$ cat src/rtl/ssir_params.svh
// Register offsets, field positions and timing constants for the status and interrupt register bank
`ifndef SSIR_PARAMS_SVH
`define SSIR_PARAMS_SVH
`define SSIR_ADDR_STATUS 8'h04
`define SSIR_ADDR_TARGET 8'h04
`define SSIR_ADDR_REASON 8'h05
`define SSIR_ADDR_TIMEOUT 8'h05
`define SSIR_ADDR_SEQ 8'h06
`define SSIR_ADDR_CTRL1 8'h08
`define SSIR_ADDR_CLKCONV 8'h09
`define SSIR_ADDR_CTRL2 8'h0B
`define SSIR_BIT_RST_DIS 6
`define SSIR_BIT_LATCH 6
`define SSIR_BIT_BUS_RESET_SEEN 7
`define SSIR_BIT_BAD_COMMAND_FLAG 6
`define SSIR_BIT_DIS 5
`define SSIR_BIT_SR 4
`define SSIR_BIT_SO 3
`define SSIR_BIT_RESELECTED_FLAG 2
`define SSIR_BIT_SELECTED_ATTN_FLAG 1
`define SSIR_BIT_SEL 0
`define SSIR_BIT_INT 7
`define SSIR_TICKS_PER_UNIT 8192
`define SSIR_ZERO8 8'h00
`endif

$ cat src/rtl/ssir_pkg.sv
// Types shared by the status and interrupt register bank
package ssir_pkg;
	// Host register port request
	typedef struct packed {
		logic [7:0] addr;
		logic [7:0] wdata;
		logic wr;
		logic rd;
	} ssir_req_t;
	// Events reported by the sequencer and bus watchers
	typedef struct packed {
		logic busReset;
		logic badCommand;
		logic disconnect;
		logic serviceRequest;
		logic success;
		logic reselected;
		logic selectedAttn;
		logic selected;
	} ssir_evt_t;
	// Timer run states
	typedef enum logic [1:0] {TM_IDLE, TM_RUN, TM_EXPIRED} ssir_tstate_t;
endpackage

$ cat src/rtl/ssir_sync.sv
// Three-stage synchroniser for pin-level inputs
`timescale 1ns/10ps
`default_nettype none
module ssir_sync #(
	parameter int W = 1
) (
	input wire logic sys_clk,
	input wire logic rst_n,
	input wire logic [W-1:0] din,
	output logic [W-1:0] dout
);
	// Stages; first stage only feeds second
	logic [W-1:0] s1_q;
	logic [W-1:0] s2_q;
	logic [W-1:0] s3_q;
	// Shift chain
	always_ff @(posedge sys_clk) begin
		if (!rst_n) begin
			s1_q <= '0;
			s2_q <= '0;
			s3_q <= '0;
		end else begin
			s1_q <= din;
			s2_q <= s1_q;
			s3_q <= s2_q;
		end
	end
	// Change accepted once second and third stages agree
	always_ff @(posedge sys_clk) begin
		if (!rst_n) begin
			dout <= '0;
		end else if (s2_q == s3_q) begin
			dout <= s3_q;
		end
	end
endmodule
`default_nettype wire

$ cat src/rtl/ssir_timer.sv
// Selection timeout counter scaled by the clock factor
`timescale 1ns/10ps
`default_nettype none
`include "ssir_params.svh"
module ssir_timer #(
	parameter int PRESCALE = `SSIR_TICKS_PER_UNIT
) (
	input wire logic sys_clk,
	input wire logic rst_n,
	input wire logic start,
	input wire logic abort,
	input wire logic [7:0] units,
	input wire logic [2:0] factor,
	output logic expired
);
	// Prescale counter, factor counter, unit counter
	logic [15:0] pre_q;
	logic [2:0] fac_q;
	logic [7:0] unit_q;
	ssir_pkg::ssir_tstate_t st_q;
	logic [2:0] facEff;
	// Factor zero is taken as eight, as a 3-bit field cannot say eight otherwise
	assign facEff = (factor == 3'h0) ? 3'h7 : factor - 3'h1;
	// value times prescale times factor
	// Count down PRESCALE*factor cycles per unit
	always_ff @(posedge sys_clk) begin
		if (!rst_n) begin
			st_q <= ssir_pkg::TM_IDLE;
			pre_q <= 16'h0000;
			fac_q <= 3'h0;
			unit_q <= 8'h00;
		end else begin
			case (st_q)
				ssir_pkg::TM_IDLE: begin
					if (start) begin
						pre_q <= 16'(PRESCALE - 1);
						fac_q <= facEff;
						unit_q <= units;
						st_q <= (units == 8'h00) ? ssir_pkg::TM_EXPIRED : ssir_pkg::TM_RUN;
					end
				end
				ssir_pkg::TM_RUN: begin
					if (abort) begin
						st_q <= ssir_pkg::TM_IDLE;
					end else if (pre_q != 16'h0000) begin
						pre_q <= pre_q - 16'h0001;
					end else if (fac_q != 3'h0) begin
						pre_q <= 16'(PRESCALE - 1);
						fac_q <= fac_q - 3'h1;
					end else if (unit_q > 8'h01) begin
						pre_q <= 16'(PRESCALE - 1);
						fac_q <= facEff;
						unit_q <= unit_q - 8'h01;
					end else begin
						st_q <= ssir_pkg::TM_EXPIRED;
					end
				end
				ssir_pkg::TM_EXPIRED: begin
					st_q <= ssir_pkg::TM_IDLE;
				end
				default: begin
					st_q <= ssir_pkg::TM_IDLE;
				end
			endcase
		end
	end
	// One-cycle expiry pulse
	assign expired = (st_q == ssir_pkg::TM_EXPIRED);
endmodule
`default_nettype wire

$ cat src/rtl/ssir_regs.sv
// Status, interrupt reason, target ID, timeout and sequence state registers
`timescale 1ns/10ps
`default_nettype none
`include "ssir_params.svh"
module ssir_regs #(
	parameter int PRESCALE = `SSIR_TICKS_PER_UNIT
) (
	input wire logic sys_clk,
	input wire logic rst_n,
	input wire ssir_pkg::ssir_req_t busReq,
	output logic [7:0] rdata,
	input wire logic softReset,
	input wire ssir_pkg::ssir_evt_t evt,
	input wire logic commandEnd,
	input wire logic [2:0] scsiPhasePins,
	input wire logic scsiResetPin,
	input wire logic [2:0] stepValue,
	input wire logic stepLoad,
	input wire logic offsetAtMax,
	input wire logic selectStart,
	input wire logic selectDone,
	input wire logic [4:0] otherStatus,
	output logic selectTimeout,
	output logic [2:0] targetId,
	output logic irq
);
	// Control register one: only the reset-report disable bit lives here
	logic [7:0] ctrlOne_q;
	// Control register two: latch-phase option
	logic [7:0] ctrlTwo_q;
	// Clock conversion factor field
	logic [2:0] clockFactor_q;
	// Target ID, no reset on purpose
	logic [2:0] targetId_q;
	// Timeout value
	logic [7:0] selTimeout_q;
	// Interrupt reason byte
	logic [7:0] reason_q;
	logic [7:0] reason_d;
	// Interrupt flag of the main status register
	logic intFlag_q;
	// Latched phase and latch-closed flag
	logic [2:0] phaseLatch_q;
	logic latchClosed_q;
	// Sequence step field
	logic [2:0] seqStep_q;
	// Synchronised pins
	logic [2:0] livePhase;
	logic scsiResetSync;
	logic scsiResetPrev_q;
	logic busResetEdge;
	// Decoded accesses
	logic rdReason;
	logic rdStatus;
	logic rdSeq;
	logic clrAll;
	logic latchOn;
	logic [2:0] phaseShown;
	logic timerExpired;

	// Access decode helper
	function automatic logic hit(input logic strobe, input logic [7:0] a, input logic [7:0] target);
		hit = strobe && (a == target);
	endfunction

	// Pin synchronisers for phase and bus reset
	ssir_sync #(.W(4)) u_sync (
		.sys_clk(sys_clk),
		.rst_n(rst_n),
		.din({scsiResetPin, scsiPhasePins}),
		.dout({scsiResetSync, livePhase})
	);

	// Selection timer
	ssir_timer #(.PRESCALE(PRESCALE)) u_timer (
		.sys_clk(sys_clk),
		.rst_n(rst_n),
		.start(selectStart),
		.abort(selectDone),
		.units(selTimeout_q),
		.factor(clockFactor_q),
		.expired(timerExpired)
	);

	assign rdReason = hit(busReq.rd, busReq.addr, `SSIR_ADDR_REASON);
	assign rdStatus = hit(busReq.rd, busReq.addr, `SSIR_ADDR_STATUS);
	assign rdSeq = hit(busReq.rd, busReq.addr, `SSIR_ADDR_SEQ);
	assign clrAll = rdReason;
	assign latchOn = ctrlTwo_q[`SSIR_BIT_LATCH];
	assign busResetEdge = scsiResetSync && !scsiResetPrev_q;
	assign selectTimeout = timerExpired;

	// Bus reset edge detector on the synchronised level
	always_ff @(posedge sys_clk) begin
		if (!rst_n) begin
			scsiResetPrev_q <= 1'b0;
		end else begin
			scsiResetPrev_q <= scsiResetSync;
		end
	end

	// Control registers; soft reset restores defaults
	always_ff @(posedge sys_clk) begin
		if (!rst_n || softReset) begin
			ctrlOne_q <= `SSIR_ZERO8;
			ctrlTwo_q <= `SSIR_ZERO8;
			clockFactor_q <= 3'h0;
		end else if (busReq.wr) begin
			if (busReq.addr == `SSIR_ADDR_CTRL1) begin
				ctrlOne_q <= busReq.wdata;
			end
			if (busReq.addr == `SSIR_ADDR_CTRL2) begin
				ctrlTwo_q <= busReq.wdata;
			end
			if (busReq.addr == `SSIR_ADDR_CLKCONV) begin
				clockFactor_q <= busReq.wdata[2:0];
			end
		end
	end

	always_ff @(posedge sys_clk) begin
		if (hit(busReq.wr, busReq.addr, `SSIR_ADDR_TARGET)) begin
			targetId_q <= busReq.wdata[2:0];
		end
	end
	assign targetId = targetId_q;

	// timeout value write; scaling lives in the timer
	always_ff @(posedge sys_clk) begin
		if (!rst_n) begin
			selTimeout_q <= `SSIR_ZERO8;
		end else if (hit(busReq.wr, busReq.addr, `SSIR_ADDR_TIMEOUT)) begin
			selTimeout_q <= busReq.wdata;
		end
	end

	// Reason bit set terms; a set in the clearing cycle wins
	always_comb begin
		reason_d = clrAll ? `SSIR_ZERO8 : reason_q;
		if ((evt.busReset || busResetEdge) && !ctrlOne_q[`SSIR_BIT_RST_DIS]) begin
			reason_d[`SSIR_BIT_BUS_RESET_SEEN] = 1'b1;
		end
		if (evt.badCommand) begin
			reason_d[`SSIR_BIT_BAD_COMMAND_FLAG] = 1'b1;
		end
		if (evt.disconnect || timerExpired) begin
			reason_d[`SSIR_BIT_DIS] = 1'b1;
		end
		if (evt.serviceRequest) begin
			reason_d[`SSIR_BIT_SR] = 1'b1;
		end
		if (evt.success) begin
			reason_d[`SSIR_BIT_SO] = 1'b1;
		end
		if (evt.reselected) begin
			reason_d[`SSIR_BIT_RESELECTED_FLAG] = 1'b1;
		end
		if (evt.selectedAttn) begin
			reason_d[`SSIR_BIT_SELECTED_ATTN_FLAG] = 1'b1;
		end
		if (evt.selected) begin
			reason_d[`SSIR_BIT_SEL] = 1'b1;
		end
	end

	// Reason register
	always_ff @(posedge sys_clk) begin
		if (!rst_n || softReset) begin
			reason_q <= `SSIR_ZERO8;
		end else begin
			reason_q <= reason_d;
		end
	end

	// interrupt held while any reason bit set
	// reason read drops flag unless new event
	always_ff @(posedge sys_clk) begin
		if (!rst_n || softReset) begin
			intFlag_q <= 1'b0;
		end else begin
			intFlag_q <= (reason_d != `SSIR_ZERO8);
		end
	end
	assign irq = intFlag_q;

	// latch at command end, reopen on reason read
	always_ff @(posedge sys_clk) begin
		if (!rst_n || softReset) begin
			latchClosed_q <= 1'b0;
			phaseLatch_q <= 3'h0;
		end else if (commandEnd) begin
			latchClosed_q <= 1'b1;
			phaseLatch_q <= livePhase;
		end else if (clrAll) begin
			latchClosed_q <= 1'b0;
		end
	end

	// live phase when unlatched or latch open
	assign phaseShown = (latchOn && latchClosed_q) ? phaseLatch_q : livePhase;

	always_ff @(posedge sys_clk) begin
		if (!rst_n || softReset) begin
			seqStep_q <= 3'h0;
		end else if (stepLoad) begin
			seqStep_q <= stepValue;
		end else if (clrAll) begin
			seqStep_q <= 3'h0;
		end
	end

	// Read data, one cycle after the strobe; unmapped reads zero
	always_ff @(posedge sys_clk) begin
		if (!rst_n) begin
			rdata <= `SSIR_ZERO8;
		end else if (rdStatus) begin
			// Flag on top, four loose status bits, then the phase; exactly eight bits
			rdata <= {intFlag_q, otherStatus[3:0], phaseShown};
		end else if (rdReason) begin
			rdata <= reason_q;
		end else if (rdSeq) begin
			rdata <= {4'h0, !offsetAtMax, seqStep_q};
		end else begin
			rdata <= `SSIR_ZERO8;
		end
	end
endmodule
`default_nettype wire

$ cat config.mk
export PLATFORM = sky130hd
export DESIGN_NAME = ssir_regs
export DESIGN_NICKNAME = d
export VERILOG_FILES = /design/src/rtl/ssir_pkg.sv /design/src/rtl/ssir_sync.sv /design/src/rtl/ssir_timer.sv /design/src/rtl/ssir_regs.sv
export VERILOG_INCLUDE_DIRS = /design/src /design/src/rtl
export SDC_FILE = /design/constraint.sdc
export NUM_CORES = 1
export LEC_CHECK = 0
export ABC_AREA = 0
export BUFFER_PORTS_ARGS = -buffer_cell sky130_fd_sc_hd__buf_2
export CAP_MARGIN = 20
export CORE_MARGIN = 10
export CORE_UTILIZATION = 40
export CTS_CLUSTER_DIAMETER = 60
export DETAILED_ROUTE_END_ITERATION = 8
export MAX_ROUTING_LAYER = met4
export SYNTH_ARGS = -nofsm -noshare
export SYNTH_HDL_FRONTEND = slang
export SYNTH_HIERARCHICAL = 1
export SYNTH_SLANG_ARGS = --single-unit
$ cat constraint.sdc
create_clock -name sys_clk -period 1.9 [get_ports sys_clk]
set_input_delay 0.285 -clock sys_clk [delete_from_list [all_inputs] [get_ports sys_clk]]
set_output_delay 0.285 -clock sys_clk [all_outputs]
set_load 0.02 [all_outputs]
==> flow_metrics.env, run 1 <==
export IMPL_synth_edf_count=3
export IMPL_min_path_type="in2reg"
export IMPL_vias_per_cell=5.36
export IMPL_path_clk_slew_ns=0.11
export IMPL_ctsHoldBuffers=0
export IMPL_setup_viol=0
export IMPL_wl_met1_um=5010
export IMPL_seq_area_frac_synth=0.431
export IMPL_synth_fp_nets=516
export IMPL_start_util=0.414
export IMPL_synth_area_mux_share=0.0271
export IMPL_yosysTopAreaCell="dfxtp_1"
export IMPL_cts_inserted_buffers=9
export IMPL_post_cts_buffers=0
export IMPL_synth_fa_ha_area_frac=0.0246
export IMPL_route_met2_wl_um=4820
export IMPL_clk_path_buf_depth=2
export IMPL_io_buffer_count=57
export IMPL_drc=0
export IMPL_crit_fanout=3
export IMPL_root_buffer="clkbuf_8"
export IMPL_synth_area_um2=4060
export IMPL_ios=59
export IMPL_clk_latency_ns=0.36
export IMPL_std_cell_rows=36
export IMPL_fmax_mhz=544
export IMPL_finalCritPeriodShare=0.968
export IMPL_max_cap_viol_count=0
export IMPL_area_growth_syn_to_layout_pct=26.1
export IMPL_cp_arrival_ns=2.09
export IMPL_synth_compound_area_frac=0.190
export IMPL_yosys_warnings=6
export IMPL_cts_tree="built"
export IMPL_synth_top_area_share=0.409
export IMPL_cp_endpoint="u_timer/unit_q[4]$_SDFFE_PN0P_"
export IMPL_synthFlopType="dfxtp_1"
export IMPL_synthCells=462
export IMPL_worst_setup_path_type="reg2reg"
export IMPL_reg2reg_from="u_timer/fac_q[1]$_SDFFE_PN0P_"
export IMPL_drtIter0Drc=149
export IMPL_start_kind="register"
export IMPL_highest_layer="met4"
export IMPL_utilization=0.522
export IMPL_core_area_um2=9820
export IMPL_fin_skew_ns=0.0110
export IMPL_die_w_um=121
export IMPL_die_area_um2=14600
export IMPL_p_per_area_nw_per_um2=721
export IMPL_rsz0062_at_grt="true"
export IMPL_r2r_setup_slack_ns=0.06
export IMPL_n_antenna_cell=0
export IMPL_hold_slack_ns=0.117
export IMPL_routabilityCongestion=0.844
export IMPL_outcome="completed"
export IMPL_ys_ff_latch=86
export IMPL_startpoint="u_timer/fac_q[1]$_SDFFE_PN0P_"
export IMPL_synthXorXnorAreaFrac=0.00862
export IMPL_hpwl_um=7810
export IMPL_antenna_found_initial=0
export IMPL_synth_simple_area_share=0.270
export IMPL_syn_area_per_cell_um2=8.79
export IMPL_overflow=0
export IMPL_dr_pass1_iters=4
export IMPL_clock_sinks=86
export IMPL_synth_most_common_cell="dfxtp_1"
export IMPL_drv_slew=0
export IMPL_grt_pass1_wl_um=17300
export IMPL_synth_area_top_cells="dfxtp_1 (41%), nand2_1 (4.4%), o21ai_0 (4.2%), nand3_1 (3.7%), a21oi_1 (2.7%)"
export IMPL_ys_types=57
export IMPL_hold_viol_final=0
export IMPL_fp_dieH_um=121
export IMPL_h_tree_depth=3
export IMPL_crit_reg2reg_capture="u_timer/unit_q[4]$_SDFFE_PN0P_"
export IMPL_period_minus_slack_ns=1.84
export IMPL_grt_pass1_vias=3673
export IMPL_drt_antenna_violating_nets=0
export IMPL_grtUsageTotal=0.147
export IMPL_peakVddDrop_mv=0.468
export IMPL_p_leak_nw=2.06
export IMPL_nets=614
export IMPL_post_drt_wl_per_cell_um=15.0
export IMPL_grt_max_degree=23
export IMPL_worst_slew_pin_slew_ns=0.757
export IMPL_met3WireLength_um=498
export IMPL_vias=3739
export IMPL_slew_headroom=0.495
export IMPL_routed_wl_um=10500
export IMPL_crit_required_ns=2.15
export IMPL_synth_top_family_by_area="simple AND/OR/NAND/NOR gates"
export IMPL_synthArstFlopShare=0
export IMPL_synthTopCellsByCount="dfxtp_1 (83), nand2_1 (48), o21ai_0 (34)"
export IMPL_rr_worst_depth=7
export IMPL_drive_gt1_frac=0.287
export IMPL_endpoint_kind="register"
## registers in the layout, indices dropped and copies added, names as in the netlist
name,flops
rdata,8
targetId,3
selTimeout_q,8
u_timer/pre_q,16
u_sync/s2_q,4
ctrlOne_q,1
clockFactor_q,3
u_sync/dout,4
u_timer/st_q,2
irq,1
seqStep_q,3
scsiResetPrev_q,1
u_timer/fac_q,3
u_sync/s1_q,4
ctrlTwo_q,1
reason_q,8
latchClosed_q,1
u_sync/s3_q,4
u_timer/unit_q,8
phaseLatch_q,3
## cells by family after synthesis
| kind of cell | Yosys count |
|---|---|
| simple gates | 199 |
| flops | 86 |
| mux | 11 |
| buf+inv | 39 |
| xor+xnor | 4 |
| fa+ha+maj | 8 |
| compound gates | 115 |
## power breakdown
part	switching [mW]	leakage, nW	internal (mW)
clock network	0.771	0.102	0.524
registers	0.0626	0.706	1.87
logic	0.237	1.25	0.228
## cells in the final DEF (no fill, tap or decap), types with 4 or more instances in the layout
master,n
nand3b_1,5
a22o_1,12
nand3_1,29
buf_4,48
xor2_1,4
inv_1,17
and2_1,13
dfxtp_1,80
nor3_1,13
a21oi_2,4
nor2_1,27
a31oi_1,4
inv_8,4
buf_2,57
a21oi_1,18
nand2_1,48
o31ai_1,4
o21ai_0,32
or4_1,6
o211ai_1,4
clkbuf_8,9
mux2i_1,11
nand2b_1,10
a211oi_1,7
ha_1,6
or3_1,5
o31a_1,5
nor4_1,8
## metrics by stage
stage,instances,setup slack [ns],setup TNS (ns),power (mW),instance area (um2)
final,698,0.0617,0,3.69,5120
after global routing,698,-0.0541,-0.137,3.87,5120
after detailed placement,682,-0.192,-0.832,2.40,4810
after global placement,682,-0.110,-0.328,2.39,4810
after CTS,698,0.00681,0,3.69,5020
after floorplan,462,0.0293,0,2.20,4070
## worst min path at each step
stage,start,to,slack [ns],cells after the start
2_1_floorplan,busReq[2],targetId[0]$_DFFE_PP_,0.38,0
3_3_place_gp,u_sync/s1_q[1]$_SDFF_PN0_,u_sync/s2_q[1]$_SDFF_PN0_,0.41,1
3_5_place_dp,u_sync/s1_q[2]$_SDFF_PN0_,u_sync/s2_q[2]$_SDFF_PN0_,0.42,1
4_1_cts,scsiPhasePins[0],u_sync/s1_q[0]$_SDFF_PN0_,0.11,2
5_1_grt,scsiPhasePins[2],u_sync/s1_q[2]$_SDFF_PN0_,0.11,2
6_report,scsiPhasePins[0],u_sync/s1_q[0]$_SDFF_PN0_,0.12,2
## what timing repair did
item | 4_1_cts | 5_1_grt
pin swaps | 0 | 6
resized for setup | 3 | 26
setup endpoints to repair | 9 | 26
## final cells by class
class	instances	area [um2]
Timing Repair Buffer	108	706
Clock inverter	7	71.3
Inverter	18	67.6
Fill cell	972	4700
Clock buffer	9	124
Multi-Input combinational cell	337	2230
Tap cell	133	166
Sequential cell	86	1760
## worst max-delay path, cell delays in order (launching register included)
cell and delay [ns]:
dfxtp_1 0.32, inv_1 0.07, ha_1 0.17, nor2b_4 0.18, o31ai_2 0.09, or4b_2 0.66
a21oi_2 0.16, o22ai_1 0.09
## routing by layer
metal | global-route usage | up-vias
met3 | 0.0340 | 15
met4 | 0.0445 | 0
li1 | - | 1881
met2 | 0.228 | 91
met5 | - | -
met1 | 0.185 | 1752
Power figures use the tool's default switching activity.
==> run 2: changes to the inputs <==
- BUFFER_PORTS_ARGS: -buffer_cell sky130_fd_sc_hd__buf_2 -> default
- DONT_BUFFER_PORTS: default -> 1
- clock period: 1.9 -> 2.04 ns (I/O delays scaled with it)
==> run 2 against run 1 <==
Against the previous run:
- global-route usage decreased by 0.49 points
- largest power group unchanged
- worst setup slack improved by 0.045 ns
- count of clock-buffer cells in the layout unchanged
- critical path type unchanged
- highest routed layer unchanged
- sequential cell count unchanged
==> flow_metrics.env, run 2 (synthesis gave the netlist of run 1 again) <==
export IMPL_outcome="completed"
export IMPL_grtUsageTotal=0.142
export IMPL_nets=541
export IMPL_n_antenna_cell=0
export IMPL_utilization=0.466
export IMPL_die_area_um2=14600
export IMPL_post_dp_cell_area_um2=4360
export IMPL_reg2reg_from="u_timer/unit_q[0]$_SDFFE_PN0P_"
export IMPL_routed_wl_um=10000
export IMPL_fin_area_um2=4570
export IMPL_largest_register="u_timer/pre_q"
export IMPL_startpoint="u_timer/unit_q[0]$_SDFFE_PN0P_"
export IMPL_worst_path_buf_inv=1
export IMPL_hold_viol_final=0
export IMPL_cp_endpoint="u_timer/unit_q[4]$_SDFFE_PN0P_"
export IMPL_grt_max_degree=58
export IMPL_drc=0
export IMPL_fin_skew_ns=0.0154
export IMPL_crit_slowest_cell="or4b_2"
export IMPL_ctsHoldBuffers=0
export IMPL_drt_antenna_violating_nets=0
export IMPL_p_leak_nw=1.70
export IMPL_period_minus_slack_ns=1.93
export IMPL_std_cell_rows=36
export IMPL_rr_worst_depth=7
export IMPL_antenna_found_initial=0
export IMPL_crit_fanout=4
export IMPL_crit_reg2reg_capture="u_timer/unit_q[4]$_SDFFE_PN0P_"
export IMPL_vias_per_cell=5.45
export IMPL_root_buffer="clkbuf_8"
export IMPL_die_w_um=121
export IMPL_largest_reg_flops=16
export IMPL_min_path_cells=0
export IMPL_peakVddDrop_mv=0.398
export IMPL_crit_path_max_incr_delay_ns=0.64
export IMPL_endpoint_kind="register"
export IMPL_hpwl_um=7400
export IMPL_slew_headroom=0.527
export IMPL_max_cap_viol_count=0
export IMPL_ios=59
export IMPL_drive_gt1_frac=0.144
export IMPL_min_path_type="in2reg"
export IMPL_final_cell_mix="dfxtp_1 (82), nand2_1 (48), buf_4 (35), o21ai_0 (34), nand3_1 (30)"
export IMPL_cts_inserted_buffers=9
export IMPL_clock_sinks=86
export IMPL_crit_required_ns=2.29
export IMPL_area_growth_syn_to_layout_pct=12.6
export IMPL_post_cts_buffers=0
export IMPL_io_buffer_count=0
export IMPL_fill_cells=1011
export IMPL_core_area_um2=9820
export IMPL_routabilityCongestion=0.848
export IMPL_dr_pass1_iters=4
export IMPL_fmax_mhz=517
export IMPL_post_drt_wl_per_cell_um=16.1
export IMPL_fp_dieH_um=121
export IMPL_path_cells="inv_1, ha_1, nor2_2, o31ai_2, or4b_2, a21oi_1, o22ai_1"
export IMPL_rsz0062_at_grt="false"
export IMPL_vias=3408
export IMPL_overflow=0
export IMPL_cp_depth=7
export IMPL_grt_pass1_wl_um=16500
export IMPL_r2r_setup_slack_ns=0.11
export IMPL_worst_slew_pin_slew_ns=0.708
export IMPL_clk_path_buf_depth=2
export IMPL_setup_viol=0
export IMPL_h_tree_depth=3
export IMPL_cp_top_family="simple AND/OR/NAND/NOR gates"
export IMPL_p_per_area_nw_per_um2=721
export IMPL_drtIter0Drc=208
export IMPL_start_util=0.414
export IMPL_grt_pass1_vias=3371
export IMPL_finalSetupTns_ns=0
export IMPL_clk_latency_ns=0.37
export IMPL_worst_setup_path_type="reg2reg"
export IMPL_finalCritPeriodShare=0.948
export IMPL_final_common_cell="dfxtp_1"
export IMPL_post_cts_resized=0
export IMPL_drv_slew=0
export IMPL_cp_arrival_ns=2.18
export IMPL_cts_tree="built"
export IMPL_start_kind="register"
export IMPL_path_clk_slew_ns=0.09
-- run 2: cell count changes in the layout (fill, tap and decap cells not counted), sizes merged --
cell / change
buf: -73
clkinv: +1
inv: -1
-- run 2: stage by stage --
| step | hold WS (ns) | std cells | power, mW | setup WS, ns |
|---|---|---|---|---|
| after floorplan | 0.405 | 462 | 2.05 | 0.116 |
| after global placement | 0.405 | 609 | 2.13 | 0.0696 |
| after detailed placement | 0.405 | 609 | 2.14 | 0.0450 |
| after CTS | 0.0190 | 625 | 3.34 | 0.0288 |
| after global routing | 0.00878 | 625 | 3.44 | 0.0123 |
| final | 0.0375 | 625 | 3.30 | 0.107 |
-- run 2: worst min-delay path by stage --
| stage | startpoint | slack, ns | to |
|---|---|---|---|
| final | busReq[2] | 0.04 | targetId[0]$_DFFE_PP_ |
| after global routing | busReq[2] | 0.009 | targetId[0]$_DFFE_PP_ |
| after CTS | busReq[3] | 0.02 | targetId[1]$_DFFE_PP_ |
| after detailed placement | busReq[3] | 0.41 | targetId[1]$_DFFE_PP_ |
| after global placement | busReq[3] | 0.41 | targetId[1]$_DFFE_PP_ |
| after floorplan | busReq[2] | 0.40 | targetId[0]$_DFFE_PP_ |
-- run 2: area by class of cell --
cell class | instances | area (um2) | area share
Clock buffer | 9 | 124 | 0.0271
Inverter | 18 | 67.6 | 0.0148
Clock inverter | 7 | 71.3 | 0.0156
Timing Repair Buffer | 35 | 263 | 0.0575
Multi-Input combinational cell | 337 | 2130 | 0.465
Tap cell | 133 | 166 | 0.0364
Sequential cell | 86 | 1750 | 0.383
-- run 2: metal layers --
| layer | up-vias | track usage | wire length (um) |
|---|---|---|---|
| met5 | - | - | 0 |
| met4 | 0 | 0.0415 | 103 |
| met3 | 10 | 0.0558 | 671 |
| met2 | 66 | 0.226 | 4680 |
| met1 | 1593 | 0.162 | 4590 |
| li1 | 1739 | - | - |
-- run 2: power breakdown --
part	internal (mW)	switching (mW)	total, mW
Clock	0.481	0.711	1.19
Sequential	1.74	0.0482	1.79
Combinational	0.148	0.166	0.315
Total	2.37	0.926	3.30
